**config.mk**
```make
export PLATFORM = sky130hd
export DESIGN_NAME = adsel_top
export DESIGN_NICKNAME = d
export VERILOG_FILES = /design/src/include/adsel_pkg.sv /design/src/rtl/adsel_top.sv
export VERILOG_INCLUDE_DIRS = /design/src /design/src/include
export SDC_FILE = /design/constraint.sdc
export NUM_CORES = 2
export LEC_CHECK = 0
export ABC_AREA = 1
export CAP_MARGIN = 10
export CORE_MARGIN = 2
export CORE_UTILIZATION = 50
export CTS_BUF_LIST = sky130_fd_sc_hd__clkbuf_4
export CTS_CLUSTER_SIZE = 12
export DETAILED_ROUTE_END_ITERATION = 10
export DONT_BUFFER_PORTS = 1
export PLACE_DENSITY = 0.68
export SYNTH_ARGS = -nofsm -noshare
export SYNTH_HDL_FRONTEND = slang
export SYNTH_SLANG_ARGS = --single-unit
```
**constraint.sdc**
```tcl
create_clock -name clock_in -period 3.2 [get_ports clock_in]
set_clock_uncertainty 0.15 [all_clocks]
set_input_delay 0.64 -clock clock_in [delete_from_list [all_inputs] [get_ports clock_in]]
set_output_delay 0.64 -clock clock_in [all_outputs]
set_load 0.01 [all_outputs]
```
**src/include/adsel_regs.svh**
```systemverilog
// register index, reset values and block table constants for the decimation and processing selector
`ifndef ADSEL_REGS_SVH
`define ADSEL_REGS_SVH
`define ADSEL_SEL_PAGE 8'h00
`define ADSEL_SEL_REG 8'h3D
`define ADSEL_BLK_RESET 5'h01
`define ADSEL_BLK_MAX 5'h12
`define ADSEL_FIR_LONG 5'h19
`define ADSEL_FIR_SHORT 5'h14
`define ADSEL_BQ_A 3'h5
`define ADSEL_BQ_B 3'h3
`define ADSEL_OSR_128 8'h80
`define ADSEL_OSR_64 8'h40
`define ADSEL_OSR_32 8'h20
`define ADSEL_COEF_MIN 16'h8000
`define ADSEL_COEF_MAX 16'h7FFF
`define ADSEL_NCOEF 7'h40
`define ADSEL_FIFO_DEPTH 16
`endif

```
**src/include/adsel_pkg.sv**
```systemverilog
// types for the decimation and processing selector
package adsel_pkg;
	typedef enum logic [1:0] {ADSEL_DEC_A = 2'b00, ADSEL_DEC_B = 2'b01, ADSEL_DEC_C = 2'b10} adsel_dec_t;
	typedef struct packed {
		logic stereo;
		adsel_dec_t dec;
		logic iir;
		logic [2:0] biquads;
		logic [4:0] fir_taps;
		logic osr128_ok;
		logic [7:0] osr_req;
		logic [7:0] instr_count;
	} adsel_cfg_t;
	typedef struct packed {
		logic [15:0] left;
		logic [15:0] right;
	} adsel_sample_t;
endpackage

```
**src/rtl/adsel_top.sv**
```systemverilog
// processing block selector with configuration decode and output sample fifo
`timescale 1ns/1ps
`default_nettype none
`include "adsel_regs.svh"

// output sample fifo, parameterised width and depth
module adsel_fifo #(
	parameter int WIDTH = 32,
	parameter int DEPTH = 16
) (
	// clock and reset
	input wire logic clock_in,
	input wire logic rst_in,
	// fill side
	input wire logic in_valid_in,
	output logic in_ready_out,
	input wire logic [WIDTH-1:0] in_data_in,
	// drain side
	output logic out_valid_out,
	input wire logic out_ready_in,
	output logic [WIDTH-1:0] out_data_out
);
	localparam int AW = $clog2(DEPTH);
	logic [WIDTH-1:0] mem [DEPTH];
	typedef struct packed {
		logic [AW-1:0] wp;
		logic [AW-1:0] rp;
		logic [AW:0] cnt;
	} adsel_fifo_st_t;
	adsel_fifo_st_t st_r, st_nxt;
	logic push, pop;
	// full and empty both come from the held count
	assign in_ready_out = (st_r.cnt != (AW+1)'(DEPTH)) ? 1'b1 : 1'b0;
	assign out_valid_out = (st_r.cnt != '0);
	assign out_data_out = mem[st_r.rp];
	assign push = in_valid_in && in_ready_out;
	assign pop = out_valid_out && out_ready_in;
	// pointer and count update
	always_comb begin
		st_nxt = st_r;
		if (push) begin
			st_nxt.wp = st_r.wp + 1'b1;
		end
		if (pop) begin
			st_nxt.rp = st_r.rp + 1'b1;
		end
		if (push && !pop) begin
			st_nxt.cnt = st_r.cnt + 1'b1;
		end else if (pop && !push) begin
			st_nxt.cnt = st_r.cnt - 1'b1;
		end
	end
	always_ff @(posedge clock_in or posedge rst_in) begin
		if (rst_in) begin
			st_r <= '0;
		end else begin
			st_r <= st_nxt;
		end
	end
	// storage has no reset; unwritten words show on out_data_out only while out_valid_out is low
	always_ff @(posedge clock_in) begin
		if (push) begin
			mem[st_r.wp] <= in_data_in;
		end
	end
endmodule

// Operation
// - decimate modulator data to nyquist rate with filter a, b or c
// - each block fixes both processing stages and decimation filter
// - software writes block choice at page 0 register 61
// - after reset block 1: stereo, filter a, iir, no biquads, no fir
// - iir, biquad and fir coefficients are fully programmable
// - every block has first-order iir then agc compensation
// - stereo blocks 1-3,7-9,14,15; others right channel only
// - blocks 2,5 five biquads filter a; 14,17 five biquads filter c
// - blocks 8,11 three biquads with filter b
// - blocks 3,6 25-tap fir filter a; 15,18 25-tap fir filter c
// - blocks 9,12 20-tap fir filter b; 1,4,7,10,13,16 plain
// - oversampling 128/64 for a, 64 for b, 32 for c; fixed instruction counts
// - coefficients are 16-bit 1.15 two's complement in two 8-bit registers
module adsel_top
	import adsel_pkg::*;
#(
	parameter int DEPTH = `ADSEL_FIFO_DEPTH
) (
	// clock and reset
	input wire logic clock_in,
	input wire logic rst_in,
	// control register write port
	input wire logic wr_en_in,
	input wire logic [7:0] wr_page_in,
	input wire logic [7:0] wr_addr_in,
	input wire logic [7:0] wr_data_in,
	input wire logic [7:0] adc_oversampling_ratio_in,
	input wire logic adc_powered_in,
	// coefficient write port
	input wire logic coef_wr_in,
	input wire logic [6:0] coef_idx_in,
	input wire logic [15:0] coef_in,
	// decimated samples from the filter core
	input wire logic samp_valid_in,
	output logic samp_ready_out,
	input wire adsel_sample_t samp_in,
	// configuration status
	output adsel_cfg_t cfg_out,
	output logic [4:0] processing_block_choice_out,
	output logic [7:0] instruction_count_out,
	output logic cfg_error_out,
	// chosen coefficient readback
	output logic [15:0] coef_rd_out,
	// output sample stream
	output logic out_valid_out,
	input wire logic out_ready_in,
	output adsel_sample_t out_data_out
);
	localparam int OW = $clog2(DEPTH) + 1;
	typedef struct packed {
		logic [4:0] blk;
		adsel_cfg_t cfg;
		logic err;
		logic [15:0] rd;
		logic [OW-1:0] occ;
		logic rdy;
		logic ov;
		adsel_sample_t od;
	} adsel_st_t;
	adsel_st_t st_r, st_nxt;
	logic [15:0] coef_mem [`ADSEL_NCOEF];
	logic f_valid, f_ready, f_push;
	adsel_sample_t f_data, masked;

	// block table: channel set, filter, stages, oversampling and instruction count
	function automatic adsel_cfg_t decode(input logic [4:0] b);
		adsel_cfg_t c;
		c = '0;
		c.iir = 1'b1;
		unique case (b)
			5'h01: c = '{1'b1, ADSEL_DEC_A, 1'b1, 3'h0, 5'h00, 1'b1, `ADSEL_OSR_64, 8'd188};
			5'h02: c = '{1'b1, ADSEL_DEC_A, 1'b1, `ADSEL_BQ_A, 5'h00, 1'b1, `ADSEL_OSR_64, 8'd240};
			5'h03: c = '{1'b1, ADSEL_DEC_A, 1'b1, 3'h0, `ADSEL_FIR_LONG, 1'b1, `ADSEL_OSR_64, 8'd236};
			5'h04: c = '{1'b0, ADSEL_DEC_A, 1'b1, 3'h0, 5'h00, 1'b1, `ADSEL_OSR_64, 8'd96};
			5'h05: c = '{1'b0, ADSEL_DEC_A, 1'b1, `ADSEL_BQ_A, 5'h00, 1'b1, `ADSEL_OSR_64, 8'd120};
			5'h06: c = '{1'b0, ADSEL_DEC_A, 1'b1, 3'h0, `ADSEL_FIR_LONG, 1'b1, `ADSEL_OSR_64, 8'd120};
			5'h07: c = '{1'b1, ADSEL_DEC_B, 1'b1, 3'h0, 5'h00, 1'b0, `ADSEL_OSR_64, 8'd88};
			5'h08: c = '{1'b1, ADSEL_DEC_B, 1'b1, `ADSEL_BQ_B, 5'h00, 1'b0, `ADSEL_OSR_64, 8'd120};
			5'h09: c = '{1'b1, ADSEL_DEC_B, 1'b1, 3'h0, `ADSEL_FIR_SHORT, 1'b0, `ADSEL_OSR_64, 8'd128};
			5'h0A: c = '{1'b0, ADSEL_DEC_B, 1'b1, 3'h0, 5'h00, 1'b0, `ADSEL_OSR_64, 8'd46};
			5'h0B: c = '{1'b0, ADSEL_DEC_B, 1'b1, `ADSEL_BQ_B, 5'h00, 1'b0, `ADSEL_OSR_64, 8'd60};
			5'h0C: c = '{1'b0, ADSEL_DEC_B, 1'b1, 3'h0, `ADSEL_FIR_SHORT, 1'b0, `ADSEL_OSR_64, 8'd64};
			5'h0D: c = '{1'b0, ADSEL_DEC_C, 1'b1, 3'h0, 5'h00, 1'b0, `ADSEL_OSR_32, 8'd70};
			5'h0E: c = '{1'b1, ADSEL_DEC_C, 1'b1, `ADSEL_BQ_A, 5'h00, 1'b0, `ADSEL_OSR_32, 8'd124};
			5'h0F: c = '{1'b1, ADSEL_DEC_C, 1'b1, 3'h0, `ADSEL_FIR_LONG, 1'b0, `ADSEL_OSR_32, 8'd120};
			5'h10: c = '{1'b0, ADSEL_DEC_C, 1'b1, 3'h0, 5'h00, 1'b0, `ADSEL_OSR_32, 8'd36};
			5'h11: c = '{1'b0, ADSEL_DEC_C, 1'b1, `ADSEL_BQ_A, 5'h00, 1'b0, `ADSEL_OSR_32, 8'd64};
			5'h12: c = '{1'b0, ADSEL_DEC_C, 1'b1, 3'h0, `ADSEL_FIR_LONG, 1'b0, `ADSEL_OSR_32, 8'd62};
			default: c = '{1'b1, ADSEL_DEC_A, 1'b1, 3'h0, 5'h00, 1'b1, `ADSEL_OSR_64, 8'd188};
		endcase
		return c;
	endfunction

	// right-only blocks zero the left lane so a mono stream never carries stale data
	always_comb begin
		masked = samp_in;
		if (!st_r.cfg.stereo) begin
			masked.left = 16'h0000;
		end
	end

	adsel_fifo #(
		.WIDTH($bits(adsel_sample_t)),
		.DEPTH(DEPTH)
	) u_fifo (
		.clock_in(clock_in),
		.rst_in(rst_in),
		.in_valid_in(f_push),
		.in_ready_out(),
		.in_data_in(masked),
		.out_valid_out(f_valid),
		.out_ready_in(f_ready),
		.out_data_out(f_data)
	);

	// output skid register drains the fifo when empty or taken
	assign f_ready = !st_r.ov || out_ready_in;
	// push only on the ready we showed, so source and fifo agree on every word
	assign f_push = samp_valid_in && st_r.rdy;

	// coefficient store, raw 1.15 words, software fully programs them
	always_ff @(posedge clock_in) begin
		if (coef_wr_in) begin
			coef_mem[coef_idx_in[5:0]] <= coef_in;
		end
	end

	// next state: selection write, decode, error check, stream stage
	always_comb begin
		st_nxt = st_r;
		// a write outside the valid range or while powered is ignored
		if (wr_en_in && wr_page_in == `ADSEL_SEL_PAGE && wr_addr_in == `ADSEL_SEL_REG
				&& !adc_powered_in && wr_data_in[4:0] != 5'h00
				&& wr_data_in[4:0] <= `ADSEL_BLK_MAX && wr_data_in[7:5] == 3'h0) begin
			st_nxt.blk = wr_data_in[4:0];
		end
		st_nxt.cfg = decode(st_nxt.blk);
		// flag an oversampling ratio the chosen filter cannot run with
		st_nxt.err = !(adc_oversampling_ratio_in == st_nxt.cfg.osr_req
			|| (st_nxt.cfg.osr128_ok && adc_oversampling_ratio_in == `ADSEL_OSR_128));
		st_nxt.rd = coef_mem[coef_idx_in[5:0]];
		// own occupancy copy; registered ready must already cover next cycle's push
		if (f_push && !(f_valid && f_ready)) begin
			st_nxt.occ = st_r.occ + 1'b1;
		end else if (!f_push && f_valid && f_ready) begin
			st_nxt.occ = st_r.occ - 1'b1;
		end
		st_nxt.rdy = (st_nxt.occ != OW'(DEPTH));
		if (f_ready) begin
			st_nxt.ov = f_valid;
			st_nxt.od = f_data;
		end
	end

	always_ff @(posedge clock_in or posedge rst_in) begin
		if (rst_in) begin
			st_r.blk <= `ADSEL_BLK_RESET;
			st_r.cfg <= '{1'b1, ADSEL_DEC_A, 1'b1, 3'h0, 5'h00, 1'b1, `ADSEL_OSR_64, 8'd188};
			st_r.err <= 1'b0;
			st_r.rd <= 16'h0000;
			st_r.occ <= '0;
			st_r.rdy <= 1'b0;
			st_r.ov <= 1'b0;
			st_r.od <= '0;
		end else begin
			st_r <= st_nxt;
		end
	end

	// all outputs straight from the state register
	assign cfg_out = st_r.cfg;
	assign processing_block_choice_out = st_r.blk;
	assign instruction_count_out = st_r.cfg.instr_count;
	assign cfg_error_out = st_r.err;
	assign coef_rd_out = st_r.rd;
	assign samp_ready_out = st_r.rdy;
	assign out_valid_out = st_r.ov;
	assign out_data_out = st_r.od;
endmodule
`default_nettype wire

```
==> impl_metrics.yaml <==
finish:
  nNetsFinal: 5004
  finish.instance_area_um2: 72500
  area_delta_synth_final_pct: 15.8
  final_cells: 6828
  drive_above_1_share_pct: 18.7
synth:
  yosysTopAreaCellShare_pct: 73.7
  ys_seq_elements: 1628
  ys.flop_type: "edfxtp_1"
  synth.cell_area_um2: 62600
  synthCells: 4433
  yosysTopAreaCell: "edfxtp_1"
  yosysWarnings: 0
  syn_avg_cell_area_um2: 14.1
  ys_top_cells_by_area: "edfxtp_1 74%, nand2_1 4.4%, dfrtp_1 3.3%"
  netlist_top_cells_count: "1536 x edfxtp_1, 732 x nand2_1, 469 x nor2_1, 332 x o21ai_0, 161 x a22oi_1"
  synthArstFlopShare_pct: 5.65
  synthDistinctLibCells: 50
  yosysSeqAreaShare_pct: 77.3
  synth_enable_flop_cells: 1536
  synth.most_common_cell: "edfxtp_1"
power_and_ir_drop:
  seqPwrFrac_pct: 49.2
  swShare_pct: 28.6
  clockPowerShare_pct: 33.7
  vdd_drop_max_uv: 530
  power.density_nw_per_um2: 702
  comb_power_share_pct: 17.1
  p_sw_uw: 14500
  power_leakage_uw: 0.0251
  intPower_uw: 36400
grt:
  grt_use_total_pct: 25.7
  grt_antenna_before_repair: 6
  overflow: 0
  grt_pass1_vias: 39400
  grt_max_degree: 138
  grt_pass1_wl_um: 243000
die:
  die_x_um: 358
  core_um2: 124000
  start_util_pct: 50.5
  die_h_um: 358
  dieArea_um2: 128000
  placementRows: 129
  io_pins: 187
hold_path:
  hold_path_class: "input port to register"
  holdPathEnd: "instruction_count_out[4]"
  hold_start: "wr_data_in[6]"
  worstHoldPathCells: 9
clocking:
  cts_tree: "built"
  clkSinkCount: 1628
  clock_path_buffers: 4
  ctsRootBufferMaster: "clkbuf_4"
  h-tree-depth: 5
  clk_pin_slew_ps: 70
  clock_latency_ps: 1280
  cts_made_buffers: 416
timing:
  slew_headroom_pct: 44.5
  fmax_mhz: 311
  maxSlewViolCount: 0
  tightest_slew_ps: 833
  min_period_over_period_pct: 101
  hold_violations: 0
  setup_violations: 2
  fin_crit_ps: 3220
  timing.hold.ws_ps: 37.2
  fin_ws_ps: -17.9
job:
  maxCapViolCount: 0
worst_setup_path:
  rrSetupSlack_ps: 240
  crit_required_ps: 4230
  cp-end-kind: "register"
  arrival_ps: 4240
  r2r-start: "u_fifo.st_r[0]"
  worstReg2RegEnd: "st_r[34]"
  cp-start-kind: "input port"
  crit_fanout: 6
  critPathKind: "input port to register"
  reg2reg_depth: 8
route:
  route.detailed.drc: 0
  routed_via_density: 5.86
  dr.pass1.iters: 6
  routedWlPerCell_um: 24.3
  drtIter0Drc: 4818
  dr_total_vias: 40000
  routed_wl_um: 166000
  ant_nets: 0
place:
  gp_congestion: 0.856
  place_inst: 5961
  pre_cts_ws_ps: 218
  placed_area_um2: 65500
  port-buffer-count: 0
  hpwl_um: 90100
status:
  status: "finished with violations"
  violations: "negative setup slack"
metal layers:
metal | vias up | global-route usage (%) | wire length, µm | part of all wire (%)
met2 | 2283 | 42.2 | 81300 | 49
met5 | - | 0 | 0 | 0
li1 | 17600 | - | - | -
met1 | 19700 | 32.8 | 62500 | 38
met3 | 434 | 5.41 | 15100 | 9.1
met4 | 0 | 12.2 | 7080 | 4.3
power by group through the flow:
| stage | Sequential, µW | Combinational [µW] | Clock (µW) |
|---|---|---|---|
| floorplan | 25200 | 5760 | 0 |
| global placement | 25500 | 8010 | 0 |
| detailed placement | 25500 | 8170 | 0 |
| CTS | 25000 | 8650 | 17400 |
| global route | 25100 | 9490 | 18500 |
| finish | 25000 | 8710 | 17100 |
how the worst max path moves through the flow:
stage	startpoint	end	slack, ps	cells past startpoint
floorplan	samp_valid_in	u_fifo.mem[11][0]	-520	4
global placement	wr_page_in[3]	cfg_error_out	270	17
detailed placement	coef_idx_in[2]	coef_mem[8][7]	220	7
CTS	wr_data_in[5]	cfg_error_out	4	18
global route	wr_page_in[1]	cfg_error_out	-100	19
finish	wr_page_in[1]	cfg_error_out	-20	19
worst max-delay path: stages:
cell,delay [ps]
dlygate4sd3_1,570
nor2_2,140
inv_1,70
nor2_2,120
nand3_2,100
nor2_4,170
dlygate4sd3_1,580
nand2_1,90
o21ai_4,120
ha_4,190
nand3b_1,220
nor2_1,80
nor2_1,150
nor2_1,60
nor2_1,170
nand2_1,90
nand2_1,70
nand2_1,50
dlygate4sd3_1,550
registers in the layout (all words and copies together) (netlist names):
| register | flops |
|---|---|
| coef_mem | 1024 |
| u_fifo.mem | 512 |
| out_data_out | 32 |
| coef_rd_out | 16 |
| u_fifo.st_r | 13 |
| cfg_out | 11 |
| instruction_count_out | 7 |
| processing_block_choice_out | 5 |
| st_r | 5 |
| cfg_error_out | 1 |
| out_valid_out | 1 |
| samp_ready_out | 1 |
what timing repair did:
item,in CTS,in global routing
hold buffers,126,17
endpoints found under the hold margin,2724,10
gates resized for setup,0,27
setup buffers,0,8
setup endpoints to repair,0,10
cell usage in the layout (no fill, tap or decap), types with 38 or more instances in the layout:
cell type | synthesis | final
nor2_1 | 469 | 449
a221oi_1 | 83 | 83
buf_12 | 0 | 58
dlygate4sd3_1 | 0 | 119
edfxtp_1 | 1536 | 1536
clkinv_1 | 2 | 82
a21oi_1 | 39 | 39
o21ai_0 | 332 | 331
dfrtp_1 | 83 | 80
o22ai_1 | 137 | 137
nand2_1 | 732 | 727
nand3_1 | 38 | 38
a22oi_1 | 161 | 161
clkbuf_4 | 0 | 614
buf_4 | 91 | 153
inv_1 | 140 | 135
nand4_1 | 119 | 119
cell type report:
type	count	area (µm²)
Clock inverter	94	492
Clock buffer	614	4610
Sequential cell	1628	48400
Multi-Input combinational cell	2341	12300
Fill cell	9449	51500
Antenna cell	9	22.5
Inverter	153	596
Tap cell	1637	2050
Timing Repair Buffer	352	4020
cell families (layout without fill, tap and decap cells):
group,Yosys count,after routing,share of synthesized area [%]
xor gates and xnor gates,12,12,0.168
AOI/OAI and AO/OA,865,865,8.88
buffers and inverters,472,1213,3.51
DFF,1628,1628,77.3
muxes,27,27,0.486
and+or+nand+nor,1409,1409,9.22
other,2,19,0.0120
adders and majority gates,18,18,0.372
per-stage QoR:
stage | utilization (%) | TNS (ps) | total power, µW
6_report | 58.5 | -23.2 | 50900
5_1_grt | 58.5 | -139 | 53200
4_1_cts | 58.2 | 0 | 51100
3_5_place_dp | 52.8 | 0 | 33700
3_3_place_gp | 52.8 | 0 | 33500
2_1_floorplan | - | -33390 | 31000
Power figures use the tool's default switching activity.
